## config.mk

```make
export PLATFORM = sky130hd
export DESIGN_NAME = spl_loader
export DESIGN_NICKNAME = d
export VERILOG_FILES = /design/src/rtl/spl_pkg.sv /design/src/rtl/spl_loader.sv
export VERILOG_INCLUDE_DIRS = /design/src /design/src/rtl
export SDC_FILE = /design/constraint.sdc
export NUM_CORES = 1
export LEC_CHECK = 0
export BUFFER_PORTS_ARGS = -buffer_cell sky130_fd_sc_hd__buf_2
export CORE_UTILIZATION = 50
export DETAILED_ROUTE_END_ITERATION = 16
export PLACE_DENSITY = 0.77
export SETUP_SLACK_MARGIN = 0.2
export SKIP_CTS_REPAIR_TIMING = 1
export SYNTH_ARGS = -nofsm -noshare
export SYNTH_HDL_FRONTEND = slang
export SYNTH_SLANG_ARGS = --single-unit
```

## constraint.sdc

```tcl
create_clock -name i_clk -period 3.65 [get_ports i_clk]
set_input_delay 0.73 -clock i_clk [delete_from_list [all_inputs] [get_ports i_clk]]
set_output_delay 0.73 -clock i_clk [all_outputs]
set_load 0.03 [all_outputs]
```

## src/rtl/spl_cfg.svh

```systemverilog
/*
 Register offsets, field positions, reset values and timing counts of the
 soft pin profile loader. Assumes inclusion by bare name from rtl/.
*/
`ifndef SPL_CFG_SVH
`define SPL_CFG_SVH
`define SPL_ADDR_SEC1_EN 12'hc00
`define SPL_ADDR_XLAT_SEL 12'hc01
`define SPL_ADDR_SPLL_SEL 12'hc02
`define SPL_ADDR_SEC2_EN 12'hc03
`define SPL_ADDR_IN_SCALE 12'hc04
`define SPL_ADDR_OUT_SCALE 12'hc05
`define SPL_ADDR_LOOP_SET 12'hc06
`define SPL_ADDR_START 12'hc07
`define SPL_ADDR_SP_RESET 12'hc08
`define SPL_ADDR_STATUS 12'hc09
`define SPL_RST_BYTE 8'h00
`define SPL_IN_A_LSB 0
`define SPL_IN_B_LSB 2
`define SPL_OUT_0_LSB 0
`define SPL_OUT_1_LSB 2
`define SPL_TOL_LSB 0
`define SPL_BW_LSB 2
`define SPL_OUT_SEL_LSB 4
`define SPL_ROM_WORDS 9
`define SPL_ROM_CYCLES 2
`endif

```

## src/rtl/spl_pkg.sv

```systemverilog
/*
 Types of the soft pin profile loader.
 Assumes the constants header is compiled beside it.
*/
package spl_pkg;
  typedef enum logic [1:0] {SPL_IDLE, SPL_FETCH, SPL_DONE} spl_state_t;
  typedef logic [11:0] spl_addr_t;
  typedef logic [7:0] spl_byte_t;
endpackage

```

## src/rtl/spl_loader.sv

```systemverilog
/*
 Soft pin profile loader: register file, strap capture and ROM download
 sequencer that produces divider, tuning and system PLL settings.
 Assumes a plain one-cycle strobe register port on i_clk and an external
 preset ROM answering o_rom_word at most SPL_ROM_CYCLES - 1 cycles later.
*/
// Notes on behaviour
// - Section one enable defaults off; needs strap low
// - Strap high ignores section one registers
// - Section one picks one of 256 translations
// - Upper nibble reloads output side dividers
// - Lower nibble reloads all reference profiles
// - Two-bit field reloads system PLL setup
// - Four fixed system PLL presets
// - Section two enable defaults off; strap low
// - Reference B input scaling 1/4/8/16
// - Reference A input scaling 1/4/8/16
// - Channel one output scaling 1/4/8/16
// - Channel zero output scaling 1/4/8/16
// - Loop bandwidth code 50/1/10/100 Hz
// - Frequency tolerance code selects window
// - Start bit downloads, self clears after
// - Soft pin reset downloads, self clears
`timescale 1ns/1ps
`include "spl_cfg.svh"
module spl_loader #(
  parameter int ROM_CYCLES = `SPL_ROM_CYCLES
) (
  // Clock and reset
  input wire logic i_clk,
  input wire logic i_rst_b,
  // Strap pin
  input wire logic i_strap_select_pin,
  // Register port
  input wire spl_pkg::spl_addr_t i_addr,
  input wire spl_pkg::spl_byte_t i_wdata,
  input wire logic i_wr,
  input wire logic i_rd,
  output spl_pkg::spl_byte_t o_rdata,
  // Preset ROM port
  output logic [7:0] o_rom_addr,
  output logic [3:0] o_rom_word,
  input wire logic [31:0] i_rom_data,
  // Loaded settings
  output logic [31:0] o_free_run_tuning_word,
  output logic [15:0] o_output_pll_feedback_divider,
  output logic [7:0] o_vco_output_divider,
  output logic [63:0] o_channel_dividers,
  output logic [31:0] o_reference_period,
  output logic [19:0] o_reference_divider,
  output logic [16:0] o_dpll_integer_feedback,
  output logic [22:0] o_dpll_fractional_feedback,
  output logic [22:0] o_dpll_feedback_modulus,
  output logic [15:0] o_sys_pll_config,
  // Scaling and loop settings, section activity, soft reset and busy
  output logic [4:0] o_ref_a_div,
  output logic [4:0] o_ref_b_div,
  output logic [4:0] o_chan0_div,
  output logic [4:0] o_chan1_div,
  output logic [1:0] o_loop_bw_code,
  output logic [1:0] o_tolerance_code,
  output logic o_soft_sec1_active,
  output logic o_soft_sec2_active,
  output logic o_soft_reset,
  output logic o_busy
);
  import spl_pkg::*;

  // Refuse wait counts outside 1 to 15; the 4-bit wait counter reaches 15 at most
  if (ROM_CYCLES < 1 || ROM_CYCLES > 15) begin : g_bad_rom_cycles
    $error("ROM_CYCLES out of range");
  end

  logic [7:0] sec1_reg, xlat_reg, spll_reg, sec2_reg, insc_reg, outsc_reg, loop_reg;
  logic start_reg, sprst_reg, strap_m_reg, strap_s_reg, strap_reg;
  spl_state_t state_reg, state_next;
  logic [3:0] word_reg, wait_reg;

  // Register decode
  wire wr_sec1 = i_wr && i_addr == `SPL_ADDR_SEC1_EN;
  wire wr_xlat = i_wr && i_addr == `SPL_ADDR_XLAT_SEL;
  wire wr_spll = i_wr && i_addr == `SPL_ADDR_SPLL_SEL;
  wire wr_sec2 = i_wr && i_addr == `SPL_ADDR_SEC2_EN;
  wire wr_insc = i_wr && i_addr == `SPL_ADDR_IN_SCALE;
  wire wr_outsc = i_wr && i_addr == `SPL_ADDR_OUT_SCALE;
  wire wr_loop = i_wr && i_addr == `SPL_ADDR_LOOP_SET;
  wire wr_start = i_wr && i_addr == `SPL_ADDR_START && i_wdata[0];
  wire wr_sprst = i_wr && i_addr == `SPL_ADDR_SP_RESET && i_wdata[0];
  // Section activity gated by the captured strap level
  wire sec1_on = sec1_reg[0] && !strap_reg;
  wire sec2_on = sec2_reg[0] && !strap_reg;
  wire fetch_last = state_reg == SPL_FETCH && wait_reg == 4'(ROM_CYCLES) &&
                    word_reg == 4'(`SPL_ROM_WORDS - 1);
  wire rom_take = state_reg == SPL_FETCH && wait_reg == 4'(ROM_CYCLES);
  wire launch = state_reg == SPL_IDLE && (start_reg || sprst_reg) && sec1_on;

  // Read mux; unmapped offsets read zero
  wire [7:0] rd_mux =
    i_addr == `SPL_ADDR_SEC1_EN ? {7'h00, sec1_reg[0]} :
    i_addr == `SPL_ADDR_XLAT_SEL ? xlat_reg :
    i_addr == `SPL_ADDR_SPLL_SEL ? {6'h00, spll_reg[1:0]} :
    i_addr == `SPL_ADDR_SEC2_EN ? {7'h00, sec2_reg[0]} :
    i_addr == `SPL_ADDR_IN_SCALE ? {4'h0, insc_reg[3:0]} :
    i_addr == `SPL_ADDR_OUT_SCALE ? {4'h0, outsc_reg[3:0]} :
    i_addr == `SPL_ADDR_LOOP_SET ? {4'h0, loop_reg[3:0]} :
    i_addr == `SPL_ADDR_START ? {7'h00, start_reg} :
    i_addr == `SPL_ADDR_SP_RESET ? {7'h00, sprst_reg} :
    i_addr == `SPL_ADDR_STATUS ? {5'h00, strap_reg, o_soft_sec1_active, o_busy} : 8'h00;

  // Scale code to divide ratio: 1, 4, 8, 16
  function automatic logic [4:0] scale_div(input logic [1:0] code);
    unique case (code)
      2'b00: scale_div = 5'h01;
      2'b01: scale_div = 5'h04;
      2'b10: scale_div = 5'h08;
      2'b11: scale_div = 5'h10;
    endcase
  endfunction

  // Presets in code order: ref MHz is only a label; config packs x2, N
  function automatic logic [15:0] spll_preset(input logic [1:0] code);
    unique case (code)
      2'b00: spll_preset = 16'h1010; // 24.576 MHz crystal, x2 on, N 16
      2'b01: spll_preset = 16'h1008; // 49.152 MHz crystal, x2 on, N 8
      2'b10: spll_preset = 16'h0020; // 24.576 MHz oscillator, x2 off, N 32
      2'b11: spll_preset = 16'h0010; // 49.152 MHz oscillator, x2 off, N 16
    endcase
  endfunction

  // Sequencer next state
  always_comb begin
    state_next = state_reg;
    unique case (state_reg)
      SPL_IDLE: if (launch) state_next = SPL_FETCH;
      SPL_FETCH: if (fetch_last) state_next = SPL_DONE;
      SPL_DONE: state_next = SPL_IDLE;
    endcase
  end

  // Strap capture window: three edges after reset release
  logic strap_hold;
  logic [1:0] hold_cnt_reg;
  assign strap_hold = hold_cnt_reg == 2'h3;

  // Strap synchroniser; both stages reset high so that hard pin mode
  // holds until a synchronised sample exists, with no false low in between
  always_ff @(posedge i_clk or negedge i_rst_b) begin
    if (!i_rst_b) begin
      strap_m_reg <= 1'b1;
      strap_s_reg <= 1'b1;
      strap_reg <= 1'b1;
    end else begin
      strap_m_reg <= i_strap_select_pin;
      strap_s_reg <= strap_m_reg;
      if (!strap_hold) strap_reg <= strap_s_reg;
    end
  end

  // Held after the capture window until next reset
  always_ff @(posedge i_clk or negedge i_rst_b) begin
    if (!i_rst_b) hold_cnt_reg <= 2'h0;
    else if (!strap_hold) hold_cnt_reg <= hold_cnt_reg + 2'h1;
  end

  // Control registers
  always_ff @(posedge i_clk or negedge i_rst_b) begin
    if (!i_rst_b) begin
      sec1_reg <= `SPL_RST_BYTE;
      xlat_reg <= `SPL_RST_BYTE;
      spll_reg <= `SPL_RST_BYTE;
      sec2_reg <= `SPL_RST_BYTE;
      insc_reg <= `SPL_RST_BYTE;
      outsc_reg <= `SPL_RST_BYTE;
      loop_reg <= `SPL_RST_BYTE;
    end else begin
      if (wr_sec1) sec1_reg <= i_wdata;
      if (wr_xlat) xlat_reg <= i_wdata;
      if (wr_spll) spll_reg <= i_wdata;
      if (wr_sec2) sec2_reg <= i_wdata;
      if (wr_insc) insc_reg <= i_wdata;
      if (wr_outsc) outsc_reg <= i_wdata;
      if (wr_loop) loop_reg <= i_wdata;
    end
  end

  // Self-clearing trigger bits; a new write wins over the clear.
  // A trigger stays pending while section one is off, so it is never lost
  always_ff @(posedge i_clk or negedge i_rst_b) begin
    if (!i_rst_b) begin
      start_reg <= 1'b0;
      sprst_reg <= 1'b0;
    end else begin
      start_reg <= wr_start || (start_reg && state_reg != SPL_DONE);
      sprst_reg <= wr_sprst || (sprst_reg && state_reg != SPL_DONE);
    end
  end

  // Sequencer, word walk and ROM wait count.
  // One word per ROM_CYCLES + 1 cycles; a slower ROM only needs a larger count
  always_ff @(posedge i_clk or negedge i_rst_b) begin
    if (!i_rst_b) begin
      state_reg <= SPL_IDLE;
      word_reg <= 4'h0;
      wait_reg <= 4'h0;
    end else begin
      state_reg <= state_next;
      if (state_reg != SPL_FETCH) wait_reg <= 4'h0;
      else if (rom_take) wait_reg <= 4'h0;
      else wait_reg <= wait_reg + 4'h1;
      if (state_reg != SPL_FETCH) word_reg <= 4'h0;
      else if (rom_take) word_reg <= word_reg + 4'h1;
    end
  end

  // ROM address: output nibble, input nibble, word index
  always_ff @(posedge i_clk or negedge i_rst_b) begin
    if (!i_rst_b) begin
      o_rom_addr <= 8'h00;
      o_rom_word <= 4'h0;
      o_busy <= 1'b0;
      o_soft_reset <= 1'b0;
    end else begin
      o_rom_addr <= xlat_reg;
      o_rom_word <= word_reg;
      o_busy <= state_next != SPL_IDLE;
      o_soft_reset <= launch && sprst_reg;
    end
  end

  // Loaded settings; words 0-3 output side, 4-8 input side
  always_ff @(posedge i_clk or negedge i_rst_b) begin
    if (!i_rst_b) begin
      o_free_run_tuning_word <= 32'h0;
      o_output_pll_feedback_divider <= 16'h0;
      o_vco_output_divider <= 8'h0;
      o_channel_dividers <= 64'h0;
      o_reference_period <= 32'h0;
      o_reference_divider <= 20'h0;
      o_dpll_integer_feedback <= 17'h0;
      o_dpll_fractional_feedback <= 23'h0;
      o_dpll_feedback_modulus <= 23'h0;
      o_sys_pll_config <= 16'h0;
    end else begin
      if (rom_take) begin
        unique case (word_reg)
          4'h0: o_free_run_tuning_word <= i_rom_data;
          4'h1: {o_vco_output_divider, o_output_pll_feedback_divider} <= i_rom_data[23:0];
          4'h2: o_channel_dividers[31:0] <= i_rom_data;
          4'h3: o_channel_dividers[63:32] <= i_rom_data;
          4'h4: o_reference_period <= i_rom_data;
          4'h5: o_reference_divider <= i_rom_data[19:0];
          4'h6: o_dpll_integer_feedback <= i_rom_data[16:0];
          4'h7: o_dpll_fractional_feedback <= i_rom_data[22:0];
          default: o_dpll_feedback_modulus <= i_rom_data[22:0];
        endcase
      end
      if (state_reg == SPL_DONE) o_sys_pll_config <= spll_preset(spll_reg[1:0]);
    end
  end

  // Scaling and loop outputs; neutral values when section two is off
  always_ff @(posedge i_clk or negedge i_rst_b) begin
    if (!i_rst_b) begin
      o_ref_a_div <= 5'h01;
      o_ref_b_div <= 5'h01;
      o_chan0_div <= 5'h01;
      o_chan1_div <= 5'h01;
      o_loop_bw_code <= 2'h0;
      o_tolerance_code <= 2'h0;
      o_soft_sec1_active <= 1'b0;
      o_soft_sec2_active <= 1'b0;
      o_rdata <= 8'h00;
    end else begin
      o_ref_a_div <= sec2_on ? scale_div(insc_reg[`SPL_IN_A_LSB +: 2]) : 5'h01;
      o_ref_b_div <= sec2_on ? scale_div(insc_reg[`SPL_IN_B_LSB +: 2]) : 5'h01;
      o_chan0_div <= sec2_on ? scale_div(outsc_reg[`SPL_OUT_0_LSB +: 2]) : 5'h01;
      o_chan1_div <= sec2_on ? scale_div(outsc_reg[`SPL_OUT_1_LSB +: 2]) : 5'h01;
      o_loop_bw_code <= sec2_on ? loop_reg[`SPL_BW_LSB +: 2] : 2'h0;
      o_tolerance_code <= sec2_on ? loop_reg[`SPL_TOL_LSB +: 2] : 2'h0;
      o_soft_sec1_active <= sec1_on;
      o_soft_sec2_active <= sec2_on;
      o_rdata <= i_rd ? rd_mux : 8'h00;
    end
  end

  // Checks
  a_strap_blocks: assert property (@(posedge i_clk) disable iff (!i_rst_b)
    strap_reg |-> state_reg == SPL_IDLE || $past(sec1_on)) else $error("download ran with strap high");
  a_sec1_gate: assert property (@(posedge i_clk) disable iff (!i_rst_b)
    (sec1_reg[0] && !strap_reg) |=> o_soft_sec1_active) else $error("section one not active");
  a_sec2_gate: assert property (@(posedge i_clk) disable iff (!i_rst_b)
    !sec2_on |=> o_ref_a_div == 5'h01 && o_chan1_div == 5'h01) else $error("scaling leaked");
  a_start_clears: assert property (@(posedge i_clk) disable iff (!i_rst_b)
    state_reg == SPL_DONE && !wr_start |=> !start_reg) else $error("start bit stuck");
  a_launch_busy: assert property (@(posedge i_clk) disable iff (!i_rst_b)
    launch |=> o_busy ##0 state_reg == SPL_FETCH) else $error("download did not begin");
  a_download_len: assert property (@(posedge i_clk) disable iff (!i_rst_b)
    launch |-> ##[1:200] state_reg == SPL_DONE) else $error("download too long");
  a_sprst_pulse: assert property (@(posedge i_clk) disable iff (!i_rst_b)
    (launch && sprst_reg) |=> o_soft_reset ##1 !o_soft_reset) else $error("soft reset pulse wrong");
  a_spll_load: assert property (@(posedge i_clk) disable iff (!i_rst_b)
    state_reg == SPL_DONE |=> o_sys_pll_config == spll_preset($past(spll_reg[1:0]))) else $error("pll preset");
  a_scale_b: assert property (@(posedge i_clk) disable iff (!i_rst_b)
    sec2_on && insc_reg[3:2] == 2'b11 |=> o_ref_b_div == 5'h10) else $error("ref b scale");
  c_download: cover property (@(posedge i_clk) disable iff (!i_rst_b) launch ##[1:100] state_reg == SPL_DONE);
  c_sprst: cover property (@(posedge i_clk) disable iff (!i_rst_b) launch && sprst_reg);
  c_sec2: cover property (@(posedge i_clk) disable iff (!i_rst_b) o_soft_sec2_active && o_chan0_div == 5'h08);

  // Strap capture and trigger bit holding
  a_strap_held: assert property (@(posedge i_clk) disable iff (!i_rst_b)
    strap_hold |=> $stable(strap_reg)) else $error("strap level moved after capture");
  a_start_pending: assert property (@(posedge i_clk) disable iff (!i_rst_b)
    start_reg && state_reg == SPL_IDLE |=> start_reg) else $error("pending start lost");
  a_sprst_clears: assert property (@(posedge i_clk) disable iff (!i_rst_b)
    state_reg == SPL_DONE && !wr_sprst |=> !sprst_reg) else $error("soft pin reset bit stuck");
  a_done_idle: assert property (@(posedge i_clk) disable iff (!i_rst_b)
    state_reg == SPL_DONE |=> !o_busy && state_reg == SPL_IDLE) else $error("busy after download");

  // Scaling and loop codes follow section two
  a_scale_a: assert property (@(posedge i_clk) disable iff (!i_rst_b)
    sec2_on && insc_reg[1:0] == 2'b01 |=> o_ref_a_div == 5'h04) else $error("ref a scale");
  a_scale_chan0: assert property (@(posedge i_clk) disable iff (!i_rst_b)
    sec2_on && outsc_reg[1:0] == 2'b10 |=> o_chan0_div == 5'h08) else $error("channel 0 scale");
  a_scale_chan1: assert property (@(posedge i_clk) disable iff (!i_rst_b)
    sec2_on && outsc_reg[3:2] == 2'b11 |=> o_chan1_div == 5'h10) else $error("channel 1 scale");
  a_loop_codes: assert property (@(posedge i_clk) disable iff (!i_rst_b)
    sec2_on |=> o_loop_bw_code == $past(loop_reg[3:2]) && o_tolerance_code == $past(loop_reg[1:0]))
    else $error("loop codes");

  // ROM words land in their settings
  a_tuning_load: assert property (@(posedge i_clk) disable iff (!i_rst_b)
    rom_take && word_reg == 4'h0 |=> o_free_run_tuning_word == $past(i_rom_data)) else $error("tuning word");
  a_vco_load: assert property (@(posedge i_clk) disable iff (!i_rst_b)
    rom_take && word_reg == 4'h1 |=> o_vco_output_divider == $past(i_rom_data[23:16])) else $error("vco div");
  a_modulus_load: assert property (@(posedge i_clk) disable iff (!i_rst_b)
    rom_take && word_reg == 4'h8 |=> o_dpll_feedback_modulus == $past(i_rom_data[22:0])) else $error("modulus");
  a_rom_addr: assert property (@(posedge i_clk) disable iff (!i_rst_b)
    1'b1 |=> o_rom_addr == $past(xlat_reg)) else $error("rom address");

  // Scenario covers
  c_hard_pending: cover property (@(posedge i_clk) disable iff (!i_rst_b) start_reg && strap_reg && strap_hold);
  c_ref_a_scale: cover property (@(posedge i_clk) disable iff (!i_rst_b) o_soft_sec2_active && o_ref_a_div == 5'h10);
endmodule // spl_loader

```

* Yosys cells after proc, flatten, opt, wreduce, memory -nomap -nowiden
Index checks and enable logic that the tools add are counted.
** Storage, ports and cells
- Bits in registers :: 340
- Input port bits :: 57
** Cells by class
- Add/subtract/negate cells :: 3
- Eq/ne operators :: 39
- Mux-type cells :: 29
- Bitwise gates (word level) :: 1
- Reduce and logical (&&, ||, !) cells :: 43
** Operators by type and width (number)
- 12-bit equality test, second input constant :: 10
- 5-bit one-hot mux with 4 select lines :: 4
- 16-bit one-hot mux with 4 select lines :: 1
- 4-bit 2-to-1 mux :: 9
- 2-bit equality test, second input constant :: 12
- 8-bit 2-to-1 mux :: 3
- 1-bit logical AND :: 20
- 5-bit 2-to-1 mux :: 4
- 2-bit AND reduction :: 9
- 4-bit by 3-bit equality test with 1-bit output, second input constant :: 4
- 2-bit by 1-bit equality test with 1-bit output, second input constant :: 6
- 4-bit by 2-bit equality test with 1-bit output, second input constant :: 3
- 2-bit logical NOT :: 6
- 3-bit 2-to-1 mux :: 3
- 4-bit by 1-bit adder with 4-bit output, second input constant :: 2
- 2-bit 2-to-1 mux :: 4
- 8-bit OR reduction :: 1
- 2-bit one-hot mux with 3 select lines :: 1
- 4-bit by 1-bit equality test with 1-bit output, second input constant :: 1
- 4-bit equality test, second input constant :: 1
- 4-bit logical NOT :: 1
- 2-bit nonzero test :: 2
- 1-bit logical OR :: 3
- 2-bit by 1-bit adder with 2-bit output, second input constant :: 1
- 4 further kinds :: 4

* Longest topological paths before layout
Gate-level depths: netlist (run 1).
- Depth after elaboration :: 12
- Mapped depth :: 9

* Worst setup path before layout (run 1)
Ideal clock, no wire load.
- Path kind :: input port to flip-flop
- Start point :: input port i_addr[5]
- End point :: register loop_reg[0]
- Library setup time :: 125 ps
- Arrival :: 2187 ps
- Data required time :: 3525 ps
- Slack :: 1338 ps
- Cell stages on the path :: 4
- Buffers on the path :: 0
- Path through :: nor4_1 nand3_1 nor2_1 mux2_2
** On the way
- Longest elaborated chain between the ends :: 2
** RTL lines
- start: declaration :: RTL line spl_loader.sv:35 : input wire spl_pkg::spl_addr_t i_addr,
- 12-bit equality test (no source line)
- 1-bit logical AND (no source line)
- end signal: assignment :: RTL line spl_loader.sv:174 : loop_reg <= `SPL_RST_BYTE;
- end signal: assignment :: RTL line spl_loader.sv:182 : if (wr_loop) loop_reg <= i_wdata;
- end: declaration :: RTL line spl_loader.sv:74 : logic [7:0] sec1_reg, xlat_reg, spll_reg, sec2_reg, insc_reg, outsc_reg, loop_reg;
No other way between the ends.
A chain may end at the register's enable or synchronous reset.

* Worst setup path in the final report (run 1)
- Start point :: register wait_reg[0]
- End point :: register o_channel_dividers[5]
** On the way
- Longest elaborated chain between the ends :: 3
** RTL lines
- start: declaration :: RTL line spl_loader.sv:77 : logic [3:0] word_reg, wait_reg;
- start signal: assignment :: RTL line spl_loader.sv:209 : else wait_reg <= wait_reg + 4'h1;
- 4-bit by 2-bit equality test with 1-bit output :: RTL line spl_loader.sv:94 : wire rom_take = state_reg == SPL_FETCH && wait_reg == 4'(ROM_CYCLES);
- 1-bit logical AND :: RTL line spl_loader.sv:94
- 2-bit AND reduction (no source line)
- end signal: assignment :: RTL line spl_loader.sv:248 : 4'h2: o_channel_dividers[31:0] <= i_rom_data;
- end: declaration :: RTL line spl_loader.sv:48 : output logic [63:0] o_channel_dividers,
No other way between the ends.

==> results of run 1 <==
logic make-up (layout without fill, tap and decap cells):
kind of cell	count (synthesis)	in the layout	share of synthesized area, %
compound gates	37	37	1.96
mux	268	268	23.9
buf+inv	60	425	3.06
flops	324	324	64.4
fa+ha+maj	13	13	1.29
simple gates	104	104	4.92
xor+xnor	6	6	0.417
other cells	1	16	0.0298
worst max-delay path by stage:
| stage | slack [ns] | start | cells after the start | end |
|---|---|---|---|---|
| 2_1_floorplan | 1.34 | i_addr[5] | 4 | loop_reg[0] |
| 5_1_grt | 0.67 | wait_reg[0] | 8 | o_channel_dividers[5] |
| 3_3_place_gp | 0.98 | wait_reg[0] | 8 | o_channel_dividers[8] |
| 3_5_place_dp | 0.88 | wait_reg[0] | 8 | o_channel_dividers[6] |
| 6_report | 0.85 | wait_reg[0] | 8 | o_channel_dividers[5] |
| 4_1_cts | 0.84 | wait_reg[0] | 8 | o_channel_dividers[5] |
Yosys cell counts, types with 8 or more instances:
master    count  area, sq um
a21oi_1       9         45.0
and2_1       13         81.3
buf_4        28          210
clkbuf_1      8         30.0
dfrtp_1     317         7930
ha_1         13          163
inv_1        12         45.0
mux2_2      260         2930
nand2_1      20         75.1
nor2_1       20         75.1
layout make-up:
cell class	instances	area (sq um)
fillers	1860	8870
flip-flops and latches	324	8120
multi-input cells	444	4160
repair buffers	356	1870
clock buffers	55	1050
well taps	324	405
inverters	12	45.0
clock inverters	2	13.8
per-layer routing:
layer,part of all wire (%),vias to the layer above,track usage [%]
met3,5.5,53,4.29
met2,50,273,39.3
met4,2.5,0,7.80
li1,-,3552,-
met1,42,4069,30.7
met5,0,-,0
worst max-delay path: stages, from the launching register on:
cell,delay (ns)
dfrtp_1,0.41
inv_1,0.07
ha_1,0.14
nor3b_4,0.35
nand2_1,0.20
nor3_2,0.22
and2_2,0.60
buf_4,0.32
mux2_2,0.35
per-stage QoR:
step	instances	hold slack [ns]	setup WS [ns]
2_1_floorplan	828	0.345	1.34
3_3_place_gp	1460	0.349	0.983
3_5_place_dp	1460	0.349	0.882
4_1_cts	1517	0.308	0.842
5_1_grt	1517	0.309	0.667
6_report	1517	0.324	0.851
where the power goes:
| part | switching (mW) | internal, mW | leakage [nW] |
|---|---|---|---|
| Sequential | 0.0346 | 3.66 | 4.22 |
| Combinational | 0.349 | 0.139 | 3.49 |
| Clock | 1.32 | 1.97 | 0.521 |
| Total | 1.71 | 5.77 | 8.23 |
==> impl_metrics.csv, run 1 <==
group,metric,value,unit
outcome,outcome,"complete, no violations",
synth,async_flop_share,100,%
global_routing,grt_max_degree,119,
sta,finalHoldViolCount,0,
sta,fin_tns_setup,0,ns
layout,layout.nets,1242,
floorplanning,dieHeight,161,microns
synth,synth-seq-area-share,64.4,%
synth,synth_area_per_cell,15.5,sq um
placement,post_dp_cell_area,14600,sq um
floorplanning,start_util,51.4,%
placement,dpl.hpwl,20700,microns
layout,syn_to_final_growth,24.3,%
synth,synth_seq_cells,324,
clocking,clk_latency,0.49,ns
clocking,htreeDepth,2,
setup_path,path_class,"reg2reg",
layout,stdcell_area,15700,sq um
setup_path,rr_endpoint,"o_channel_dividers[5]",
sta,finalSetupViolations,0,
routing,drt_pass1_iterations,4,
power_and_ir_drop,irDropWorstVdd,455,uV
synth,syn_inst,813,
layout,largest_reg_flops,64,
layout,largestRegisters,"o_channel_dividers: 64 flops, o_free_run_tuning_word: 32 flops, o_reference_period: 32 flops",
setup_path,start_kind,"register",
sta,maxSlewViolCount,0,
routing,drcViolationCount,0,
clocking,clock_path_buffers,3,
setup_path,cp.arrival,3.17,ns
clocking,cts_tree,"built",
clocking,cts_root_buf,"clkbuf_16",
clocking,path_clk_slew,0.06,ns
synth,synth_warnings,0,
layout,final_util,63.9,%
power_and_ir_drop,p_leak,8.23,nW
layout,drive_gt1_share,57.4,%
layout,regMostFlops,"o_channel_dividers",
sta,tightest_slew,1.18,ns
sta,max_freq,0.357,GHz
sta,min_period_over_period,76.7,%
global_routing,grtUsageTotal,23.4,%
synth,synth_area,12600,sq um
setup_path,rrSetupSlack,0.85,ns
placement,globalplace.congestion,0.861,
global_routing,gr-total-overflow,0,
floorplanning,rows,57,
run,max_cap_viol_count,0,
layout,mostFrequentLayoutCells,"buf_2 (338), dfrtp_1 (317), mux2_2 (260), clkbuf_16 (37), nor2_1 (20)",
layout,antenna_cells,0,
floorplanning,coreArea,24500,sq um
global_routing,grt_pass1_wl,46900,microns
sta,min_period,2.80,ns
worst_hold_path,hold_class,"in2async",
synth,synth-main-ff-cell,"dfrtp_1",
synth,synth.distinct_cells,52,
setup_path,end_kind,"register",
floorplanning,die_area,25800,sq um
routing,wl_per_cell,19.7,microns
routing,drt_wl_total,29900,microns
routing,vias_per_cell,5.24,
power_and_ir_drop,pwr_density_cell,477,nW/um^2
sta,clock_skew,0.0121,ns
clocking,cts_num_sinks,324,
routing,ant_nets,0,
synth,synth_edf_count,0,
global_routing,grt_pass1_vias,8024,
placement,port_buffers,339,
sta,rsz0062_at_grt,"no",
floorplanning,io_pins,356,
setup_path,rr_worst_depth,8,
routing,num_vias,7947,
power_and_ir_drop,finalPower,7.48,mW
sta,maxSlewHeadroom,21.4,%
setup_path,r2r_start,"wait_reg[0]",
routing,drt-initial-drc-count,388,
layout,final_common_cell,"buf_2",
setup_path,cp.required,4.02,ns
setup_path,crit_fanout,23,
floorplanning,die_x,161,microns
clocking,numCtsBuffers,34,
global_routing,grt_antenna_before_repair,0,
Note: power is estimated with default switching activity, not from simulation.
==> run 2, diff against run 1 <==
clock period = 2.8 ns   (was 3.65 ns; I/O delays follow)
==> impl_metrics.csv, run 2 (same netlist as run 1, synthesis figures left out) <==
group,metric,value,unit
clocking,cts_tree,"built",
placement,placedCellCount,1467,
placement,dpl.hpwl,20900,microns
outcome,outcome,"complete, no violations",
layout,largestRegisters,"o_channel_dividers: 64 flops, o_free_run_tuning_word: 32 flops, o_reference_period: 32 flops",
floorplanning,io_pins,356,
routing,num_vias,7983,
placement,port_buffers,339,
floorplanning,dieHeight,161,microns
worst_hold_path,hold_class,"in2async",
sta,min_period_over_period,80.3,%
sta,rsz0062_at_grt,"no",
clocking,clk_latency,0.51,ns
layout,layout.nets,1250,
sta,finalSetupViolations,0,
setup_path,path_class,"reg2reg",
floorplanning,die_x,161,microns
setup_path,start_kind,"register",
power_and_ir_drop,irDropWorstVdd,424,uV
routing,drt_wl_total,30500,microns
sta,hold_slack,0.0259,ns
routing,ant_nets,0,
routing,drt_pass1_iterations,4,
sta,maxSlewHeadroom,60.4,%
clocking,cts_root_buf,"clkbuf_16",
setup_path,crit_fanout,24,
run,max_cap_viol_count,0,
power_and_ir_drop,pwr_density_cell,633,nW/um^2
layout,final_common_cell,"buf_2",
clocking,clock_path_buffers,3,
clocking,numCtsBuffers,35,
layout,largest_reg_flops,64,
setup_path,end_kind,"register",
power_and_ir_drop,p_leak,8.32,nW
clocking,cts_num_sinks,324,
sta,clock_skew,0.0248,ns
clocking,htreeDepth,2,
sta,maxSlewViolCount,0,
sta,max_freq,0.445,GHz
global_routing,grt_pass1_vias,8177,
setup_path,r2r_start,"wait_reg[0]",
setup_path,cp.required,3.17,ns
floorplanning,start_util,51.4,%
routing,wl_per_cell,20.0,microns
layout,regMostFlops,"o_channel_dividers",
layout,final_cells,1527,
routing,drt-initial-drc-count,566,
routing,vias_per_cell,5.23,
clocking,path_clk_slew,0.06,ns
floorplanning,rows,57,
sta,min_period,2.25,ns
sta,finalHoldViolCount,0,
global_routing,grt_pass1_wl,47400,microns
routing,drcViolationCount,0,
layout,mostFrequentLayoutCells,"buf_2 (338), dfrtp_1 (317), mux2_2 (260), clkbuf_16 (36), nor2_1 (20)",
global_routing,grt_antenna_before_repair,2,
setup_path,rrSetupSlack,0.55,ns
global_routing,grt_max_degree,65,
global_routing,grtUsageTotal,23.9,%
global_routing,gr-total-overflow,0,
layout,syn_to_final_growth,25.7,%
setup_path,rr_endpoint,"o_vco_output_divider[6]",
placement,globalplace.congestion,0.893,
sta,fin_tns_setup,0,ns
layout,drive_gt1_share,58.1,%
floorplanning,die_area,25800,sq um
floorplanning,coreArea,24500,sq um
sta,tightest_slew,0.592,ns
setup_path,rr_worst_depth,8,
setup_path,cp.arrival,2.62,ns
-- run 2: cell types whose count changed in the layout (fill, tap and decap cells not counted) --
cell	previous run	this run
bufinv_16	0	3
clkbuf_16	37	36
diode_2	0	1
clkbuf_1	12	8
clkbuf_8	6	5
clkinv_8	0	1
buf_4	14	18
buf_12	3	6
inv_6	0	2
clkinv_2	1	3
-- run 2: area by class of cell --
type                            count  area, sq um
Clock buffer                       49         1000
Antenna cell                        1         2.50
Tap cell                          324          405
Multi-Input combinational cell    444         4160
Inverter                           12         45.0
Timing Repair Buffer              363         1960
Sequential cell                   324         8120
Clock inverter                     10          148
Fill cell                        1858         8690
-- run 2: worst max-delay path, stage by stage, from the launching register on --
cell and delay (ns):
dfrtp_1 0.41, inv_1 0.07, ha_1 0.13, nor3b_4 0.17
nand2_1 0.15, nor3_2 0.20, and2_1 0.16, buf_4 0.41
mux2_2 0.41
-- run 2: report_power, final --
group	total, mW	leakage (nW)	internal [mW]	switching, mW
clock network	4.55	0.563	2.78	1.78
logic	0.643	3.54	0.182	0.461
registers	4.82	4.22	4.78	0.0473
-- run 2: routing by layer --
layer	wire length [microns]	GRT usage [%]	vias up
met5	0	0	-
met3	1580	4.39	47
met1	12900	31.2	4096
met4	845	8.62	0
met2	15200	40.0	275
li1	-	-	3565
-- run 2: through the flow --
stage	cell area (sq um)	power, mW	utilization, %	setup WS, ns
final	15800	10.0	64.6	0.552
after detailed placement	14700	5.56	59.9	0.412
after CTS	15800	10.1	64.6	0.532
after global placement	14700	5.54	59.9	0.454
after floorplan	12700	5.24	-	0.658
after global routing	15800	10.4	64.6	0.398
-- run 2: how the worst max path moves through the flow --
stage | startpoint | slack, ns | cells past startpoint | end
after floorplan | i_addr[5] | 0.66 | 4 | loop_reg[0]
after global placement | i_addr[5] | 0.45 | 5 | xlat_reg[5]
after global routing | wait_reg[0] | 0.40 | 8 | o_free_run_tuning_word[22]
after detailed placement | i_addr[5] | 0.41 | 5 | xlat_reg[1]
after CTS | wait_reg[0] | 0.53 | 8 | o_vco_output_divider[6]
final | wait_reg[0] | 0.55 | 8 | o_vco_output_divider[6]
